File: src/verilog/falsr_defs.vh
`ifndef FALSR_DEFS_VH
`define FALSR_DEFS_VH

// Register byte offsets
`define FALSR_OFS_MODE       8'h00
`define FALSR_OFS_WDTIME     8'h04
`define FALSR_OFS_ALIASPAR   8'h08
`define FALSR_OFS_STATE      8'h0C
`define FALSR_OFS_ERRCODE    8'h10
`define FALSR_OFS_ALIASUSED  8'h14
`define FALSR_OFS_WORDS      8'h18

// Field positions in the state register
`define FALSR_STATE_LSB      0
`define FALSR_STATE_MSB      3
`define FALSR_ERRFLAG_BIT    4
`define FALSR_MODE_LSB       8
`define FALSR_MODE_MSB       9

// Reset values
`define FALSR_RST_MODE       2'h1
`define FALSR_RST_WDTIME     16'h0000
`define FALSR_RST_ALIAS      16'h0000

// Operate modes
`define FALSR_MODE_NONE      2'h1
`define FALSR_MODE_PROFILE   2'h2
`define FALSR_MODE_BYPASS    2'h3

// State codes (one-hot except boot, which is a request only)
`define FALSR_ST_INIT        4'h1
`define FALSR_ST_PREOP       4'h2
`define FALSR_ST_BOOT        4'h3
`define FALSR_ST_SAFEOP      4'h4
`define FALSR_ST_OP          4'h8

// Error codes
`define FALSR_EC_NONE        16'h0000
`define FALSR_EC_BADCHANGE   16'h0011
`define FALSR_EC_UNKNOWN     16'h0012
`define FALSR_EC_NOBOOT      16'h0013
`define FALSR_EC_SMCFG       16'h0017
`define FALSR_EC_NOINPUTS    16'h0018
`define FALSR_EC_SMWDOG      16'h001B
`define FALSR_EC_COLDSTART   16'h0020
`define FALSR_EC_FREERUN3B   16'h0029
`define FALSR_EC_NOIO        16'h002B
`define FALSR_EC_DCSYNCCFG   16'h0030
`define FALSR_EC_DCLATCHCFG  16'h0031
`define FALSR_EC_DCTIMEOUT   16'h0034
`define FALSR_EC_DCCYCLE     16'h0035
`define FALSR_EC_IDUPDATE    16'h0061

// AXI responses
`define FALSR_RESP_OKAY      2'h0
`define FALSR_RESP_SLVERR    2'h2

// Timing
`define FALSR_CLK_NS         5
`define FALSR_MS_NS          1000000

`endif

File: src/verilog/falsr_top.v
// The AXI4-Lite slave port and the register offsets are this design's own decisions.
`timescale 1ns/100ps
`include "falsr_defs.vh"

module falsr_top #(
  parameter MS_CYCLES = `FALSR_MS_NS / `FALSR_CLK_NS,
  parameter PRE_W     = 18
) (
  // Clock and reset
  input  wire        aclk,
  input  wire        aresetn,
  // AXI4-Lite write address
  input  wire [7:0]  s_axi_awaddr,
  input  wire        s_axi_awvalid,
  output reg         s_axi_awready,
  // AXI4-Lite write data
  input  wire [31:0] s_axi_wdata,
  input  wire [3:0]  s_axi_wstrb,
  input  wire        s_axi_wvalid,
  output reg         s_axi_wready,
  // AXI4-Lite write response
  output reg  [1:0]  s_axi_bresp,
  output reg         s_axi_bvalid,
  input  wire        s_axi_bready,
  // AXI4-Lite read address
  input  wire [7:0]  s_axi_araddr,
  input  wire        s_axi_arvalid,
  output reg         s_axi_arready,
  // AXI4-Lite read data
  output reg  [31:0] s_axi_rdata,
  output reg  [1:0]  s_axi_rresp,
  output reg         s_axi_rvalid,
  input  wire        s_axi_rready,
  // State requests from the bus master
  input  wire        state_req_valid,
  input  wire [3:0]  state_req,
  // Conditions from the fieldbus core
  input  wire        sm_cfg_bad,
  input  wire        inputs_valid,
  input  wire        outputs_valid,
  input  wire        cold_start_req,
  input  wire        freerun_no_3buf,
  input  wire        dc_sync_cfg_bad,
  input  wire        dc_latch_cfg_bad,
  input  wire        dc_sync_timeout,
  input  wire        dc_cycle_bad,
  input  wire        dev_id_update,
  input  wire [15:0] master_alias,
  // Process data from master and drive application
  input  wire        pd_valid,
  input  wire [15:0] pd_ctrl_word,
  input  wire [15:0] drv_status_word,
  // Outputs to drive application and master
  output reg  [15:0] drv_ctrl_word,
  output reg  [15:0] pd_status_word,
  output reg  [3:0]  al_state,
  output reg         al_error_flag,
  output reg  [15:0] app_layer_error_code,
  output reg  [1:0]  operate_mode,
  output reg  [15:0] sync_manager_watchdog_time,
  output reg  [15:0] station_alias_used
);

  localparam [31:0]      PRE_CNT  = MS_CYCLES - 1;
  localparam [PRE_W-1:0] PRE_LAST = PRE_CNT[PRE_W-1:0];

  // Byte-lane merge for register writes
  function [31:0] falsr_merge;
    input [31:0] old_v;
    input [31:0] new_v;
    input [3:0]  strb;
    integer i;
    begin
      falsr_merge = old_v;
      for (i = 0; i < 4; i = i + 1) begin
        if (strb[i])
          falsr_merge[i*8 +: 8] = new_v[i*8 +: 8];
      end
    end
  endfunction

  // Standard profile control word to drive-native control word
  function [15:0] falsr_ctrl_to_drive;
    input [15:0] cw;
    begin
      falsr_ctrl_to_drive        = 16'h0000;
      falsr_ctrl_to_drive[0]     = cw[0] & cw[1] & cw[2] & cw[3];
      falsr_ctrl_to_drive[2]     = cw[7];
    end
  endfunction

  // Drive-native status word to standard profile status word
  function [15:0] falsr_stat_to_profile;
    input [15:0] sw;
    begin
      falsr_stat_to_profile      = 16'h0000;
      falsr_stat_to_profile[0]   = sw[0];
      falsr_stat_to_profile[1]   = sw[0];
      falsr_stat_to_profile[2]   = sw[1];
      falsr_stat_to_profile[3]   = sw[3];
      falsr_stat_to_profile[4]   = sw[0];
      falsr_stat_to_profile[5]   = 1'b1;
      falsr_stat_to_profile[7]   = sw[2];
      falsr_stat_to_profile[9]   = 1'b1;
    end
  endfunction

  // Register file and state
  reg  [1:0]       mode_reg;
  reg  [15:0]      wdtime_reg;
  reg  [15:0]      aliaspar_reg;
  reg  [15:0]      alias_boot_reg;
  reg              alias_caught_reg;
  reg  [3:0]       state_reg;
  reg  [3:0]       state_next;
  reg              err_reg;
  reg              err_next;
  reg  [15:0]      code_reg;
  reg  [15:0]      code_next;
  reg  [PRE_W-1:0] pre_reg;
  reg  [15:0]      ms_reg;
  reg  [15:0]      pd_ctrl_reg;
  // Bus handshake state
  reg              aw_full_reg;
  reg              w_full_reg;
  reg  [7:0]       awaddr_reg;
  reg  [31:0]      wdata_reg;
  reg  [3:0]       wstrb_reg;
  // Decode intermediates
  reg              ev_hit;
  reg  [15:0]      ev_code;
  reg  [3:0]       ev_state;
  reg              rq_err;
  reg  [15:0]      rq_code;
  reg  [31:0]      rd_val;
  reg              rd_ok;

  wire aw_take   = s_axi_awvalid & s_axi_awready;
  wire w_take    = s_axi_wvalid & s_axi_wready;
  wire wr_do     = aw_full_reg & w_full_reg & ~s_axi_bvalid;
  wire b_done    = s_axi_bvalid & s_axi_bready;
  wire ar_take   = s_axi_arvalid & s_axi_arready;
  wire r_done    = s_axi_rvalid & s_axi_rready;
  wire aw_full_n = b_done ? 1'b0 : (aw_take ? 1'b1 : aw_full_reg);
  wire w_full_n  = b_done ? 1'b0 : (w_take ? 1'b1 : w_full_reg);
  wire rvalid_n  = ar_take ? 1'b1 : (r_done ? 1'b0 : s_axi_rvalid);
  wire st_init   = (state_reg == `FALSR_ST_INIT);
  wire st_pre    = (state_reg == `FALSR_ST_PREOP);
  wire st_safe   = (state_reg == `FALSR_ST_SAFEOP);
  wire st_op     = (state_reg == `FALSR_ST_OP);
  wire wd_expire = st_op & (wdtime_reg != 16'h0000) &
                   (ms_reg >= wdtime_reg);
  wire [15:0] alias_now = (aliaspar_reg != 16'h0000) ? aliaspar_reg :
                          alias_boot_reg;
  // Merged write words, cut to each register's width at the write
  wire [31:0] mode_wr  = falsr_merge({30'h0, mode_reg}, wdata_reg,
                                     wstrb_reg);
  wire [31:0] wdt_wr   = falsr_merge({16'h0, wdtime_reg}, wdata_reg,
                                     wstrb_reg);
  wire [31:0] alias_wr = falsr_merge({16'h0, aliaspar_reg}, wdata_reg,
                                     wstrb_reg);

  // Running events, evaluated without a request
  always @* begin
    ev_hit   = 1'b0;
    ev_code  = `FALSR_EC_NONE;
    ev_state = state_reg;
    if (cold_start_req) begin
      ev_hit   = 1'b1;
      ev_code  = `FALSR_EC_COLDSTART;
      ev_state = st_op ? `FALSR_ST_SAFEOP : state_reg;
    end else if (st_op & ~inputs_valid & ~outputs_valid) begin
      ev_hit   = 1'b1;
      ev_code  = `FALSR_EC_NOIO;
      ev_state = `FALSR_ST_SAFEOP;
    end else if ((st_op | st_safe) & ~inputs_valid) begin
      ev_hit   = 1'b1;
      ev_code  = `FALSR_EC_NOINPUTS;
      ev_state = `FALSR_ST_SAFEOP;
    end else if (st_op & dc_sync_cfg_bad) begin
      ev_hit   = 1'b1;
      ev_code  = `FALSR_EC_DCSYNCCFG;
      ev_state = `FALSR_ST_SAFEOP;
    end else if (st_op & dc_latch_cfg_bad) begin
      ev_hit   = 1'b1;
      ev_code  = `FALSR_EC_DCLATCHCFG;
      ev_state = `FALSR_ST_SAFEOP;
    end else if (st_op & dc_sync_timeout) begin
      ev_hit   = 1'b1;
      ev_code  = `FALSR_EC_DCTIMEOUT;
      ev_state = `FALSR_ST_SAFEOP;
    end else if (wd_expire) begin
      ev_hit   = 1'b1;
      ev_code  = `FALSR_EC_SMWDOG;
      ev_state = `FALSR_ST_SAFEOP;
    end else if (st_pre & dev_id_update) begin
      ev_hit   = 1'b1;
      ev_code  = `FALSR_EC_IDUPDATE;
      ev_state = `FALSR_ST_PREOP;
    end
    // A standing condition already reported does not block requests
    if (err_reg & (code_reg == ev_code) & (state_reg == ev_state))
      ev_hit = 1'b0;
  end

  // Checks on a requested transition
  always @* begin
    rq_err  = 1'b1;
    rq_code = `FALSR_EC_NONE;
    case (state_req)
      `FALSR_ST_INIT: begin
        rq_err = 1'b0;
      end
      `FALSR_ST_PREOP: begin
        rq_err = 1'b0;
      end
      `FALSR_ST_BOOT: begin
        rq_code = st_init ? `FALSR_EC_NOBOOT : `FALSR_EC_BADCHANGE;
      end
      `FALSR_ST_SAFEOP: begin
        if (st_init)
          rq_code = `FALSR_EC_BADCHANGE;
        else if (st_pre & sm_cfg_bad)
          rq_code = `FALSR_EC_SMCFG;
        else if (st_pre & freerun_no_3buf)
          rq_code = `FALSR_EC_FREERUN3B;
        else if (st_pre & dc_sync_cfg_bad)
          rq_code = `FALSR_EC_DCSYNCCFG;
        else if (st_pre & dc_latch_cfg_bad)
          rq_code = `FALSR_EC_DCLATCHCFG;
        else if (st_pre & dc_cycle_bad)
          rq_code = `FALSR_EC_DCCYCLE;
        else
          rq_err = 1'b0;
      end
      `FALSR_ST_OP: begin
        if (st_init | st_pre)
          rq_code = `FALSR_EC_BADCHANGE;
        else if (st_safe & sm_cfg_bad)
          rq_code = `FALSR_EC_SMCFG;
        else if (st_safe & ~inputs_valid & ~outputs_valid)
          rq_code = `FALSR_EC_NOIO;
        else if (st_safe & ~inputs_valid)
          rq_code = `FALSR_EC_NOINPUTS;
        else if (st_safe & dc_sync_cfg_bad)
          rq_code = `FALSR_EC_DCSYNCCFG;
        else if (st_safe & dc_latch_cfg_bad)
          rq_code = `FALSR_EC_DCLATCHCFG;
        else if (st_safe & dc_sync_timeout)
          rq_code = `FALSR_EC_DCTIMEOUT;
        else
          rq_err = 1'b0;
      end
      default: begin
        rq_code = `FALSR_EC_UNKNOWN;
      end
    endcase
  end

  // Next state, flag and code; a fresh event wins over a request
  always @* begin
    state_next = state_reg;
    err_next   = err_reg;
    code_next  = code_reg;
    if (ev_hit) begin
      state_next = ev_state;
      err_next   = 1'b1;
      code_next  = ev_code;
    end else if (state_req_valid & rq_err) begin
      state_next = st_op ? `FALSR_ST_SAFEOP : state_reg;
      err_next   = 1'b1;
      code_next  = rq_code;
    end else if (state_req_valid) begin
      state_next = state_req;
      err_next   = 1'b0;
      code_next  = `FALSR_EC_NONE;
    end
  end

  // Fieldbus state, error flag and error code
  always @(posedge aclk) begin
    if (!aresetn) begin
      state_reg <= `FALSR_ST_INIT;
      err_reg   <= 1'b0;
      code_reg  <= `FALSR_EC_NONE;
    end else begin
      state_reg <= state_next;
      err_reg   <= err_next;
      code_reg  <= code_next;
    end
  end

  // Millisecond watchdog, restarted by each process data frame
  always @(posedge aclk) begin
    if (!aresetn) begin
      pre_reg <= {PRE_W{1'b0}};
      ms_reg  <= 16'h0000;
    end else if (pd_valid | ~st_op) begin
      pre_reg <= {PRE_W{1'b0}};
      ms_reg  <= 16'h0000;
    end else if (pre_reg == PRE_LAST) begin
      pre_reg <= {PRE_W{1'b0}};
      if (ms_reg != 16'hFFFF)
        ms_reg <= ms_reg + 16'h0001;
    end else begin
      pre_reg <= pre_reg + {{(PRE_W-1){1'b0}}, 1'b1};
    end
  end

  // Alias written by master is caught once after reset
  always @(posedge aclk) begin
    if (!aresetn) begin
      alias_boot_reg   <= `FALSR_RST_ALIAS;
      alias_caught_reg <= 1'b0;
    end else if (!alias_caught_reg) begin
      alias_boot_reg   <= master_alias;
      alias_caught_reg <= 1'b1;
    end
  end

  // Control and status word translation by operate mode
  always @(posedge aclk) begin
    if (!aresetn) begin
      pd_ctrl_reg    <= 16'h0000;
      drv_ctrl_word  <= 16'h0000;
      pd_status_word <= 16'h0000;
    end else begin
      if (pd_valid)
        pd_ctrl_reg <= pd_ctrl_word;
      case (mode_reg)
        `FALSR_MODE_PROFILE: begin
          drv_ctrl_word  <= falsr_ctrl_to_drive(pd_ctrl_reg);
          pd_status_word <= falsr_stat_to_profile(drv_status_word);
        end
        `FALSR_MODE_BYPASS: begin
          drv_ctrl_word  <= pd_ctrl_reg;
          pd_status_word <= drv_status_word;
        end
        default: begin
          drv_ctrl_word  <= 16'h0000;
          pd_status_word <= 16'h0000;
        end
      endcase
    end
  end

  // Monitor outputs
  always @(posedge aclk) begin
    if (!aresetn) begin
      al_state                   <= `FALSR_ST_INIT;
      al_error_flag              <= 1'b0;
      app_layer_error_code       <= `FALSR_EC_NONE;
      operate_mode               <= `FALSR_RST_MODE;
      sync_manager_watchdog_time <= `FALSR_RST_WDTIME;
      station_alias_used         <= `FALSR_RST_ALIAS;
    end else begin
      al_state                   <= state_next;
      al_error_flag              <= err_next;
      app_layer_error_code       <= code_next;
      operate_mode               <= mode_reg;
      sync_manager_watchdog_time <= wdtime_reg;
      station_alias_used         <= alias_now;
    end
  end

  // AXI write channels and register writes
  always @(posedge aclk) begin
    if (!aresetn) begin
      aw_full_reg   <= 1'b0;
      w_full_reg    <= 1'b0;
      awaddr_reg    <= 8'h00;
      wdata_reg     <= 32'h0000_0000;
      wstrb_reg     <= 4'h0;
      s_axi_awready <= 1'b0;
      s_axi_wready  <= 1'b0;
      s_axi_bvalid  <= 1'b0;
      s_axi_bresp   <= `FALSR_RESP_OKAY;
      mode_reg      <= `FALSR_RST_MODE;
      wdtime_reg    <= `FALSR_RST_WDTIME;
      aliaspar_reg  <= `FALSR_RST_ALIAS;
    end else begin
      aw_full_reg   <= aw_full_n;
      w_full_reg    <= w_full_n;
      s_axi_awready <= ~aw_full_n;
      s_axi_wready  <= ~w_full_n;
      if (aw_take)
        awaddr_reg <= s_axi_awaddr;
      if (w_take) begin
        wdata_reg <= s_axi_wdata;
        wstrb_reg <= s_axi_wstrb;
      end
      if (b_done)
        s_axi_bvalid <= 1'b0;
      if (wr_do) begin
        s_axi_bvalid <= 1'b1;
        s_axi_bresp  <= `FALSR_RESP_OKAY;
        case ({awaddr_reg[7:2], 2'b00})
          `FALSR_OFS_MODE:
            mode_reg <= mode_wr[1:0];
          `FALSR_OFS_WDTIME:
            wdtime_reg <= wdt_wr[15:0];
          `FALSR_OFS_ALIASPAR:
            aliaspar_reg <= alias_wr[15:0];
          `FALSR_OFS_STATE, `FALSR_OFS_ERRCODE, `FALSR_OFS_ALIASUSED,
          `FALSR_OFS_WORDS: begin
            s_axi_bresp <= `FALSR_RESP_OKAY;
          end
          default: begin
            s_axi_bresp <= `FALSR_RESP_SLVERR;
          end
        endcase
      end
    end
  end

  // Read decode
  always @* begin
    rd_val = 32'h0000_0000;
    rd_ok  = 1'b1;
    case ({s_axi_araddr[7:2], 2'b00})
      `FALSR_OFS_MODE:      rd_val = {30'h0, mode_reg};
      `FALSR_OFS_WDTIME:    rd_val = {16'h0, wdtime_reg};
      `FALSR_OFS_ALIASPAR:  rd_val = {16'h0, aliaspar_reg};
      `FALSR_OFS_STATE: begin
        rd_val[`FALSR_STATE_MSB:`FALSR_STATE_LSB] = state_reg;
        rd_val[`FALSR_ERRFLAG_BIT]               = err_reg;
        rd_val[`FALSR_MODE_MSB:`FALSR_MODE_LSB]  = mode_reg;
      end
      `FALSR_OFS_ERRCODE:   rd_val = {16'h0, code_reg};
      `FALSR_OFS_ALIASUSED: rd_val = {16'h0, alias_now};
      `FALSR_OFS_WORDS:     rd_val = {pd_status_word, drv_ctrl_word};
      default:              rd_ok  = 1'b0;
    endcase
  end

  // AXI read channels
  always @(posedge aclk) begin
    if (!aresetn) begin
      s_axi_arready <= 1'b0;
      s_axi_rvalid  <= 1'b0;
      s_axi_rdata   <= 32'h0000_0000;
      s_axi_rresp   <= `FALSR_RESP_OKAY;
    end else begin
      s_axi_rvalid  <= rvalid_n;
      s_axi_arready <= ~rvalid_n;
      if (ar_take) begin
        s_axi_rdata <= rd_val;
        s_axi_rresp <= rd_ok ? `FALSR_RESP_OKAY : `FALSR_RESP_SLVERR;
      end
    end
  end

endmodule

File: config.mk
export PLATFORM = sky130hd
export DESIGN_NAME = falsr_top
export DESIGN_NICKNAME = d
export VERILOG_FILES = /design/src/verilog/falsr_top.v
export VERILOG_INCLUDE_DIRS = /design/src /design/src/verilog
export SDC_FILE = /design/constraint.sdc
export NUM_CORES = 1
export LEC_CHECK = 0
export ABC_AREA = 1
export BUFFER_PORTS_ARGS = -buffer_cell sky130_fd_sc_hd__buf_4
export CAP_MARGIN = 5
export CORE_MARGIN = 8
export CORE_UTILIZATION = 58
export CTS_CLUSTER_DIAMETER = 60
export DETAILED_ROUTE_END_ITERATION = 8
export PLACE_DENSITY = 0.86
export RECOVER_POWER = 25
export SETUP_SLACK_MARGIN = 0.15
export SYNTH_ARGS = -nofsm -noshare
export SYNTH_HDL_FRONTEND = slang
export SYNTH_SLANG_ARGS = --single-unit
File: constraint.sdc
create_clock -name aclk -period 5.72 [get_ports aclk]
set_input_delay 0.572 -clock aclk [delete_from_list [all_inputs] [get_ports aclk]]
set_output_delay 0.572 -clock aclk [all_outputs]
set_load 0.05 [all_outputs]
==> results.cfg, run 1 <==
[outcome]
outcome = complete, but fails checks
violations = capacitance limit, slew limit

[pwr]
total_leakage_power_uw = 0.005555
powerDensity_nw_per_um2 = 296.0
irDropWorstVdd_mv = 0.2175
switching_share = 0.2556
switchingPower_uw = 967.7
internal_power_uw = 2818
comb_power_share = 0.111
sequentialPowerShare = 0.475
clock_power_share = 0.414

[sta]
worst-slew-pin-transition_ns = 3.191
timing.clock.skew_ns = 0.02440
final-setup-viol-count = 0
clock.fmax_mhz = 282.0
fin_setup_tns_ns = 0
timing.final.hold_violations = 0
layout_min_cycle_time_ns = 3.546
grt_setup_unrepaired = no
timing_max_transition_violations_final = 146
period_share = 0.6200
slew-limit-headroom = -1.127

[critical_path]
worst_ep_arrival_time_ns = 3.97
cp_slowest_stage_delay_ns = 2.29
path_max_fanout = 94
crit_path_end_kind = flop
cp.required_ns = 6.15
crit_family = buffers and inverters
path_class = in -> reg
critical-path-slowest-cell = sky130_fd_sc_hd__clkbuf_1
startpoint_type = primary input
worstPathCellList = buf_4 -> clkbuf_1 -> o21ai_0 -> a21oi_1
number_of_buffers_and_inverters_on_the_critical_path = 2

[placed_design]
place_hpwl_mm = 22.88
gp_congestion = 0.9477
postPlaceCellArea_um2 = 12050
buffers_added_on_ports = 217

[route]
routed_len_inst_um = 16.74
antenna_violating_nets_post_route = 0
initialDrtViolationCount = 805
routed_wirelength_mm = 31.18
detailedRoute.firstPassIterationCount = 5
route.detailed.vias_per_inst = 5.503
num_vias = 10250
drt_drc_violations_left = 0

[clocking]
clock_sinks = 244
h-tree-depth = 1
ctsLongestPathBuffers = 3
cts.hold.buffers_added = 0
cts_made_buffers = 25
post_cts_setup_repair_buffer_count = 0
cts.reportedPaths.clkPinSlew_ns = 0.06
insertion_delay_ns = 0.53
cts-resized-gates = 0
cts_tree = done
root_buffer = sky130_fd_sc_hd__clkbuf_16

[yosys]
synthDistinctLibCells = 47
synth.yosys.seq_area_share = 0.4723
post_synth_inst_count = 1420
netlist_area_um2 = 10340
synth-edff-count = 0
synth-async-reset-ratio = 0
yosys_most_used_dff = sky130_fd_sc_hd__dfxtp_1
ys_ff_latch = 244
synth.yosys.warnings = 0
syn_area_per_cell_um2 = 7.283

[layout]
drive_above_1_share = 0.1672
n_diodes = 0
syn2layout_area_growth_pct = 23.65
register_area_um2 = 4885
layout_common_cells = sky130_fd_sc_hd__nand2_1, sky130_fd_sc_hd__dfxtp_1, sky130_fd_sc_hd__nor2_1
largest_register_ffs = 32
net_count_final = 1758
post-route-cell-area_um2 = 12790
nFillCells = 1452
layout.cells.most_common = sky130_fd_sc_hd__nand2_1
area_of_the_multi_input_gates_um2 = 4616

[floorplan]
die-width_um = 149.5
fp.coreArea_um2 = 17720
die_area_um2 = 22360
die_height_um = 149.5
core.rowCount = 49
floorplan.io_pins = 251
initial_core_util = 0.5837

[min_path]
hold_path.class = in -> reg

[grt]
globalRouteOverflowTotal = 0
grt.total_usage = 0.2667
grt_antenna_before_repair = 0
maximum_number_of_pins_on_one_net_before_global_route_repair = 95
first_global_vias = 9623
wire_length_of_the_first_global_routing_pass_mm = 48.13

[flow_run]
maxCapViolations = 2
==> stage by stage <==
step / setup WS, ns / utilization / power, µW / std cells / hold slack, ns
after global placement: 2.710 / 0.6800 / 2237 / 1819 / 0.4200
final: 2.174 / 0.7218 / 3786 / 1862 / 0.2585
after detailed placement: 2.685 / 0.6800 / 2246 / 1819 / 0.4256
after global routing: 1.861 / 0.7218 / 3917 / 1862 / 0.2737
after floorplan: 3.221 / - / 2101 / 1430 / 0.4071
after CTS: 2.870 / 0.7245 / 3792 / 1862 / 0.2520
==> cell type report <==
class                   instances  area share
clock buffers                  38     0.05743
clock inverters                 5    0.004207
inverters                     156     0.04598
multi-input cells             967      0.3609
flip-flops and latches        244      0.3820
well taps                     229     0.02240
repair buffers                223      0.1271
==> layer usage <==
layer,part of all wire,vias to the layer above,track usage
met5,0,-,0
met4,0.044,0,0.1252
met3,0.090,96,0.05231
met2,0.47,448,0.4514
met1,0.39,4673,0.3204
li1,-,5029,-
==> cell usage after synthesis (2+ instances only) <==
library cell / number / area, µm²
sky130_fd_sc_hd__nand2_1: 247 / 927.1
sky130_fd_sc_hd__dfxtp_1: 244 / 4885
sky130_fd_sc_hd__nor2_1: 229 / 859.6
sky130_fd_sc_hd__o21ai_0: 158 / 790.8
sky130_fd_sc_hd__inv_1: 150 / 563.0
sky130_fd_sc_hd__a21oi_1: 144 / 720.7
sky130_fd_sc_hd__nand3_1: 49 / 245.2
sky130_fd_sc_hd__clkbuf_1: 42 / 157.7
sky130_fd_sc_hd__ha_1: 18 / 225.2
sky130_fd_sc_hd__nor3_1: 17 / 85.08
sky130_fd_sc_hd__nand4_1: 13 / 81.33
sky130_fd_sc_hd__buf_4: 11 / 82.58
sky130_fd_sc_hd__a221oi_1: 7 / 61.31
sky130_fd_sc_hd__buf_1: 7 / 26.28
sky130_fd_sc_hd__o22ai_1: 7 / 43.79
sky130_fd_sc_hd__a31oi_1: 5 / 31.28
sky130_fd_sc_hd__nand2_2: 5 / 31.28
sky130_fd_sc_hd__o221ai_1: 5 / 43.79
sky130_fd_sc_hd__clkinv_1: 4 / 15.01
sky130_fd_sc_hd__nand3_2: 4 / 40.04
sky130_fd_sc_hd__nor2_2: 4 / 25.02
sky130_fd_sc_hd__nor3b_1: 4 / 30.03
sky130_fd_sc_hd__nor4_1: 4 / 25.02
sky130_fd_sc_hd__o2111ai_1: 4 / 35.03
sky130_fd_sc_hd__o211ai_1: 4 / 30.03
sky130_fd_sc_hd__o21ai_1: 3 / 15.01
sky130_fd_sc_hd__or2_2: 3 / 18.77
sky130_fd_sc_hd__a211oi_1: 2 / 15.01
sky130_fd_sc_hd__buf_6: 2 / 22.52
sky130_fd_sc_hd__nand2_4: 2 / 22.52
sky130_fd_sc_hd__nand3b_1: 2 / 15.01
sky130_fd_sc_hd__nor2_4: 2 / 22.52
sky130_fd_sc_hd__o21a_1: 2 / 15.01
sky130_fd_sc_hd__o21bai_1: 2 / 15.01
sky130_fd_sc_hd__xor2_1: 2 / 17.52
==> final timing paths <==
kind	start	end	slack, ns	cells after the start
worst max-delay path	aresetn	wdtime_reg[2]$_SDFFE_PN0P_	2.17	4
worst min-delay path	drv_status_word[5]	pd_status_word[5]$_SDFF_PN0_	0.26	3
worst max register to register	wdtime_reg[4]$_SDFFE_PN0P_	al_state[0]$_SDFFE_PN1P_	2.71	21
worst min register to register	pd_ctrl_reg[14]$_SDFFE_PN0P_	drv_ctrl_word[14]$_SDFF_PN0_	0.43	2
==> worst reg2reg max path, cell delays in order (launching register included) <==
cell and delay, ns:
sky130_fd_sc_hd__dfxtp_1 0.45, sky130_fd_sc_hd__inv_1 0.13, sky130_fd_sc_hd__ha_1 0.30, sky130_fd_sc_hd__nand2_1 0.05, sky130_fd_sc_hd__inv_1 0.05, sky130_fd_sc_hd__nand2_1 0.06, sky130_fd_sc_hd__nor2_1 0.11, sky130_fd_sc_hd__nor2_1 0.05
sky130_fd_sc_hd__nand2_1 0.08, sky130_fd_sc_hd__nand2_1 0.06, sky130_fd_sc_hd__nand2_1 0.10, sky130_fd_sc_hd__nand2_1 0.14, sky130_fd_sc_hd__o21ai_1 0.20, sky130_fd_sc_hd__nand2_1 0.09, sky130_fd_sc_hd__nand2_1 0.07, sky130_fd_sc_hd__nand3_1 0.11
sky130_fd_sc_hd__nor2_4 0.14, sky130_fd_sc_hd__nand2_4 0.11, sky130_fd_sc_hd__nand2_4 0.22, sky130_fd_sc_hd__nand2_1 0.09, sky130_fd_sc_hd__o21ai_0 0.09, sky130_fd_sc_hd__nand3_1 0.08
==> kinds of logic (layout without fill, tap and decap cells) <==
kind of cell / after synthesis / after routing / synth area share
xor+xnor: 2 / 2 / 0.001694
compound gates: 349 / 349 / 0.1812
other cells: 1 / 11 / 0.0003626
buf+inv: 219 / 422 / 0.08529
flops: 244 / 244 / 0.4723
simple gates: 587 / 587 / 0.2374
fa+ha+maj: 18 / 18 / 0.02178
==> power by group through the flow <==
stage / registers (µW) / logic [µW] / clock network [µW]
2_1_floorplan: 1900 / 201 / 0
3_3_place_gp: 1830 / 406 / 0
3_5_place_dp: 1830 / 413 / 0
4_1_cts: 1800 / 417 / 1580
5_1_grt: 1800 / 457 / 1660
6_report: 1800 / 421 / 1570
Note: power is estimated with default switching activity, not from simulation.
==> run 2: changes to the inputs <==
--- a/config.mk
+++ b/config.mk
@@ -10,10 +10,10 @@
 export BUFFER_PORTS_ARGS = -buffer_cell sky130_fd_sc_hd__buf_4
 export CAP_MARGIN = 5
 export CORE_MARGIN = 8
-export CORE_UTILIZATION = 58
+export CORE_UTILIZATION = 48
 export CTS_CLUSTER_DIAMETER = 60
 export DETAILED_ROUTE_END_ITERATION = 8
-export PLACE_DENSITY = 0.86
+export PLACE_DENSITY = 0.76
 export RECOVER_POWER = 25
 export SETUP_SLACK_MARGIN = 0.15
 export SYNTH_ARGS = -nofsm -noshare
==> constraint.sdc (replaced) <==
create_clock -name aclk -period 3.25 [get_ports aclk]
set_input_delay 0.325 -clock aclk [delete_from_list [all_inputs] [get_ports aclk]]
set_output_delay 0.325 -clock aclk [all_outputs]
set_load 0.05 [all_outputs]
==> run 2 against run 1 <==
  * Routed wire length is 0.84% higher
  * The run still ends with capacitance limit, slew limit left
  * Non-clock buffer count is 25 higher
  * Largest power group unchanged
  * Count of clock-buffer cells in the layout is 2 lower
  * Highest routed layer unchanged
  * Critical path depth is 15 higher
==> results.cfg, run 2 (synthesized netlist as in run 1, its figures left out) <==
[layout]
n_diodes = 0
final_cell_count_no_fill = 1938
drive_above_1_share = 0.1642
largest_register_ffs = 32
layout_common_cells = sky130_fd_sc_hd__nand2_1, sky130_fd_sc_hd__dfxtp_1, sky130_fd_sc_hd__nor2_1
net_count_final = 1784
syn2layout_area_growth_pct = 27.14
layout.cells.most_common = sky130_fd_sc_hd__nand2_1

[sta]
clock.fmax_mhz = 353.0
slew-limit-headroom = -0.01652
fin_setup_tns_ns = 0
postLayoutSetupSlackWorst_ns = 0.4174
final-setup-viol-count = 0
worst-slew-pin-transition_ns = 1.525
timing.clock.skew_ns = 0.03976
period_share = 0.8716
layout_min_cycle_time_ns = 2.833
grt_setup_unrepaired = no
timing.final.hold_violations = 0
timing_max_transition_violations_final = 93

[clocking]
post_cts_setup_repair_buffer_count = 0
root_buffer = sky130_fd_sc_hd__clkbuf_16
cts.reportedPaths.clkPinSlew_ns = 0.07
clock_sinks = 244
h-tree-depth = 1
cts_made_buffers = 26
ctsLongestPathBuffers = 3
cts_tree = done
insertion_delay_ns = 0.56

[critical_path]
crit-reg2reg-launch = wdtime_reg[8]$_SDFFE_PN0P_
worstPathCellList = inv_1 -> ha_1 -> nand4_1 -> nor3_1 -> nand2_1 -> nand2_1 -> nand2_1 -> nand2_1 -> nand2_1 -> nand2_1 -> nand2_1 -> nand2_1 -> nand2_1 -> nand2_1 -> nand2_1 -> nand2_4 -> nand2_8 -> o21ai_0 -> nand3_1
worstReg2RegEnd = al_state[0]$_SDFFE_PN1P_
critical_path_cell_count = 19
worst_ep_arrival_time_ns = 3.17
crit_family = simple AND/OR/NAND/NOR gates
critPathLaunch = wdtime_reg[8]$_SDFFE_PN0P_
critical-path-slowest-cell = sky130_fd_sc_hd__dfxtp_1
worst-r2r-setup-slack_ns = 0.42
worst_path_most_repeated_cell = sky130_fd_sc_hd__nand2_1
crit_path_end_kind = flop
worst_setup_path_endpoint = al_state[0]$_SDFFE_PN1P_
number_of_buffers_and_inverters_on_the_critical_path = 1
startpoint_type = flop
worst_r2r_path_depth = 19
path_max_fanout = 22
path_class = reg -> reg
cp_slowest_stage_delay_ns = 0.42
cp.required_ns = 3.59

[grt]
first_global_vias = 9589
wire_length_of_the_first_global_routing_pass_mm = 49.24
maximum_number_of_pins_on_one_net_before_global_route_repair = 93
globalRouteOverflowTotal = 0
grt.total_usage = 0.2269
grt_antenna_before_repair = 0

[min_path]
hold_path.class = in -> reg
min_path_cells = 3

[route]
drt_drc_violations_left = 0
num_vias = 10220
routed_len_inst_um = 16.22
antenna_violating_nets_post_route = 0
routed_wirelength_mm = 31.44
initialDrtViolationCount = 888
detailedRoute.firstPassIterationCount = 7
route.detailed.vias_per_inst = 5.273

[outcome]
outcome = complete, but fails checks
violations = capacitance limit, slew limit

[floorplan]
die_height_um = 162.8
die_area_um2 = 26500
die-width_um = 162.8
fp.coreArea_um2 = 21090
floorplan.io_pins = 251
core.rowCount = 53
initial_core_util = 0.4904

[placed_design]
preCtsSetupSlack_ns = 0.5031
dpl.cell_count = 1872
buffers_added_on_ports = 217
gp_congestion = 0.9293
place_hpwl_mm = 23.65

[pwr]
powerDensity_nw_per_um2 = 530.9
total_leakage_power_uw = 0.005658
irDropWorstVdd_mv = 0.4170

[flow_run]
maxCapViolations = 1
run 2: worst reg2reg max path, stage by stage (launching register included):
cell                      delay (ns)
sky130_fd_sc_hd__dfxtp_1        0.42
sky130_fd_sc_hd__inv_1          0.12
sky130_fd_sc_hd__ha_1           0.29
sky130_fd_sc_hd__nand4_1        0.09
sky130_fd_sc_hd__nor3_1         0.20
sky130_fd_sc_hd__nand2_1        0.08
sky130_fd_sc_hd__nand2_1        0.12
sky130_fd_sc_hd__nand2_1        0.16
sky130_fd_sc_hd__nand2_1        0.11
sky130_fd_sc_hd__nand2_1        0.05
sky130_fd_sc_hd__nand2_1        0.05
sky130_fd_sc_hd__nand2_1        0.05
sky130_fd_sc_hd__nand2_1        0.08
sky130_fd_sc_hd__nand2_1        0.06
sky130_fd_sc_hd__nand2_1        0.07
sky130_fd_sc_hd__nand2_1        0.09
sky130_fd_sc_hd__nand2_4        0.17
sky130_fd_sc_hd__nand2_8        0.14
sky130_fd_sc_hd__o21ai_0        0.19
sky130_fd_sc_hd__nand3_1        0.08
run 2: area by class of cell:
cell class / count / area, µm²
well taps: 275 / 344.1
repair buffers: 248 / 1800
multi-input cells: 967 / 4624
flip-flops and latches: 244 / 4885
clock buffers: 36 / 738.2
clock inverters: 12 / 168.9
inverters: 156 / 588.1
fillers: 1880 / 7939
run 2: routing by layer:
metal  GRT usage  part of all wire
met1      0.2864              0.42
met2      0.3650              0.45
met3     0.05056             0.089
met4      0.1022             0.042
met5           0                 0
run 2: repair_timing:
item / in CTS / in global routing
endpoints found under the setup margin: 0 / 5
hold buffers: 18 / 0
resized for setup: 0 / 1
endpoints found under the hold margin: 18 / 0
run 2: power by group:
group / internal [µW] / switching [µW] / total, µW / leakage, µW
Sequential: 3090 / 79.2 / 3170 / 0.00199
Combinational: 258 / 500 / 758 / 0.00323
Clock: 1840 / 1220 / 3060 / 0.000440
Total: 5180 / 1800 / 6980 / 0.00566
run 2: per-stage QoR:
stage	power [µW]	utilization	instance area (µm²)	hold slack, ns
after floorplan	3698	-	10380	0.3527
after global placement	3950	0.5766	12160	0.4202
after detailed placement	3962	0.5766	12160	0.4224
after CTS	7017	0.6282	13250	0.0005814
after global routing	7216	0.6235	13150	0.02418
final	6981	0.6235	13150	0.006505
run 2: worst min path at each step:
| stage | startpoint | end | slack [ns] |
|---|---|---|---|
| 5_1_grt | pd_ctrl_word[6] | pd_ctrl_reg[6]$_SDFFE_PN0P_ | 0.02 |
| 3_3_place_gp | pd_ctrl_reg[4]$_SDFFE_PN0P_ | drv_ctrl_word[4]$_SDFF_PN0_ | 0.42 |
| 4_1_cts | drv_status_word[3] | pd_status_word[3]$_SDFF_PN0_ | 0.0006 |
| 3_5_place_dp | pd_ctrl_reg[5]$_SDFFE_PN0P_ | drv_ctrl_word[5]$_SDFF_PN0_ | 0.42 |
| 2_1_floorplan | aresetn | alias_caught_reg$_DFF_P_ | 0.35 |
| 6_report | pd_ctrl_word[13] | pd_ctrl_reg[13]$_SDFFE_PN0P_ | 0.007 |
==> run 3: changes to the inputs <==
--- a/config.mk
+++ b/config.mk
@@ -9,7 +9,7 @@
 export ABC_AREA = 1
 export BUFFER_PORTS_ARGS = -buffer_cell sky130_fd_sc_hd__buf_4
 export CAP_MARGIN = 5
-export CORE_MARGIN = 8
+export CORE_MARGIN = 3
 export CORE_UTILIZATION = 48
 export CTS_CLUSTER_DIAMETER = 60
 export DETAILED_ROUTE_END_ITERATION = 8
==> run 3 against run 2 <==
  * Power down 1.5%
  * Die area shrank 12%
  * The flow still finishes with violations (capacitance limit, slew limit)
  * Combinational power is 3.6% lower
  * Clock power shrank 3%
  * Largest power group unchanged
  * Maximum frequency fell by 1.6%
==> results.cfg, run 3 (synthesized netlist as in run 1, its figures left out) <==
[sta]
clock.fmax_mhz = 347.5
grt_setup_unrepaired = no
timing_max_transition_violations_final = 57
timing.final.hold_violations = 0
final-setup-viol-count = 0
hold_slack_ns = 0.007800
fin_setup_tns_ns = 0
worst-slew-pin-transition_ns = 2.044
timing.clock.skew_ns = 0.009050
slew-limit-headroom = -0.3630
period_share = 0.8855
layout_min_cycle_time_ns = 2.878

[layout]
layout.cells.most_common = sky130_fd_sc_hd__nand2_1
largest_register_ffs = 32
nFillCells = 1978
net_count_final = 1766
syn2layout_area_growth_pct = 24.34
layout_common_cells = sky130_fd_sc_hd__nand2_1, sky130_fd_sc_hd__dfxtp_1, sky130_fd_sc_hd__nor2_1
n_diodes = 0
drive_above_1_share = 0.1548

[clocking]
cts-resized-gates = 0
cts.hold.buffers_added = 0
h-tree-depth = 1
ctsLongestPathBuffers = 3
root_buffer = sky130_fd_sc_hd__clkbuf_16
cts_made_buffers = 25
clock_sinks = 244
cts_tree = done
cts.reportedPaths.clkPinSlew_ns = 0.06
insertion_delay_ns = 0.52
post_cts_setup_repair_buffer_count = 0

[floorplan]
die_area_um2 = 23340
core.rowCount = 53
die_height_um = 152.8
fp.coreArea_um2 = 21090
die-width_um = 152.8
floorplan.io_pins = 251
initial_core_util = 0.4904

[route]
detailedRoute.firstPassIterationCount = 5
met2RoutedLength_mm = 14.01
route.detailed.vias_per_inst = 5.313
initialDrtViolationCount = 818
routed_wirelength_mm = 30.64
antenna_violating_nets_post_route = 0
routed_len_inst_um = 15.99
drt_drc_violations_left = 0
drt-met1-wl_mm = 12.88
met3WireLength_mm = 2.460
top_layer_used = met4
num_vias = 10180

[pwr]
total_leakage_power_uw = 0.005493
irDropWorstVdd_mv = 0.3637
powerDensity_nw_per_um2 = 534.5

[critical_path]
worst_r2r_path_depth = 18
path_class = reg -> reg
worst_setup_path_endpoint = al_state[0]$_SDFFE_PN1P_
crit-reg2reg-launch = wdtime_reg[15]$_SDFFE_PN0P_
startpoint_type = flop
worstPathCellList = inv_1 -> ha_1 -> a21oi_1 -> o21ai_0 -> a21oi_1 -> nand2_1 -> nand2_1 -> nand2_1 -> nand3_1 -> nand2_1 -> nor2_1 -> nand3_2 -> nor2_4 -> nand2_4 -> nand2_8 -> nand2_1 -> o21ai_0 -> nand3_1
worst-r2r-setup-slack_ns = 0.37
crit_path_end_kind = flop
critPathLaunch = wdtime_reg[15]$_SDFFE_PN0P_
worst_path_most_repeated_cell = sky130_fd_sc_hd__nand2_1
worst_ep_arrival_time_ns = 3.19
path_max_fanout = 22
worstReg2RegEnd = al_state[0]$_SDFFE_PN1P_
cp.required_ns = 3.56
critical-path-slowest-cell = sky130_fd_sc_hd__dfxtp_1
cp_slowest_stage_delay_ns = 0.35

[placed_design]
buffers_added_on_ports = 217
place_hpwl_mm = 22.94
gp_congestion = 0.9201

[outcome]
violations = capacitance limit, slew limit
outcome = complete, but fails checks

[grt]
globalRouteOverflowTotal = 0
wire_length_of_the_first_global_routing_pass_mm = 48.32
maximum_number_of_pins_on_one_net_before_global_route_repair = 77
grt.total_usage = 0.2489
grt_antenna_before_repair = 0
first_global_vias = 9521

[flow_run]
maxCapViolations = 1

[min_path]
hold_path.class = in -> reg
-- run 3: layer usage --
| metal | vias up | GRT usage |
|---|---|---|
| met5 | - | 0 |
| met4 | 0 | 0.09588 |
| met3 | 83 | 0.04061 |
| met2 | 444 | 0.4084 |
| met1 | 4619 | 0.3308 |
| li1 | 5034 | - |
-- run 3: how the worst min path moves through the flow --
stage / startpoint / endpoint / slack [ns] / depth (start not counted)
after global routing: drv_status_word[13] / pd_status_word[13]$_SDFF_PN0_ / 0.03 / 3
after detailed placement: pd_ctrl_reg[12]$_SDFFE_PN0P_ / drv_ctrl_word[12]$_SDFF_PN0_ / 0.42 / 2
after CTS: drv_status_word[9] / pd_status_word[9]$_SDFF_PN0_ / 0.006 / 3
after global placement: pd_ctrl_reg[5]$_SDFFE_PN0P_ / drv_ctrl_word[5]$_SDFF_PN0_ / 0.42 / 2
final: drv_status_word[9] / pd_status_word[9]$_SDFF_PN0_ / 0.008 / 3
after floorplan: aresetn / alias_caught_reg$_DFF_P_ / 0.35 / 0
-- run 3: final cells by class --
| cell class | instances | area (µm²) | area share |
|---|---|---|---|
| Clock buffer | 32 | 681.9 | 0.05303 |
| Clock inverter | 11 | 166.4 | 0.01294 |
| Inverter | 156 | 588.1 | 0.04573 |
| Multi-Input combinational cell | 967 | 4629 | 0.3600 |
| Sequential cell | 244 | 4885 | 0.3798 |
| Tap cell | 275 | 344.1 | 0.02676 |
| Timing Repair Buffer | 231 | 1565 | 0.1217 |
-- run 3: through the flow --
step	util	worst slack, ns	instance area [µm²]	std cells	power, µW
2_1_floorplan	-	0.7515	10380	1430	3698
3_3_place_gp	0.5770	0.5737	12170	1873	3948
3_5_place_dp	0.5770	0.5056	12170	1873	3961
4_1_cts	0.6172	0.4483	13020	1916	6916
5_1_grt	0.6098	0.1446	12860	1916	7101
6_report	0.6098	0.3721	12860	1916	6874
-- run 3: report_power, final --
part	switching (µW)	internal [µW]	total (µW)
logic	493	238	731
registers	79.1	3090	3160
clock network	1180	1800	2980
-- run 3: worst max-delay path: cells and delay by family, from the launching register on --
family	cells	cell delay [ns]
simple gates	12	1.34
flops	1	0.35
fa+ha+maj	1	0.33
buf+inv	1	0.09
compound gates	4	0.56
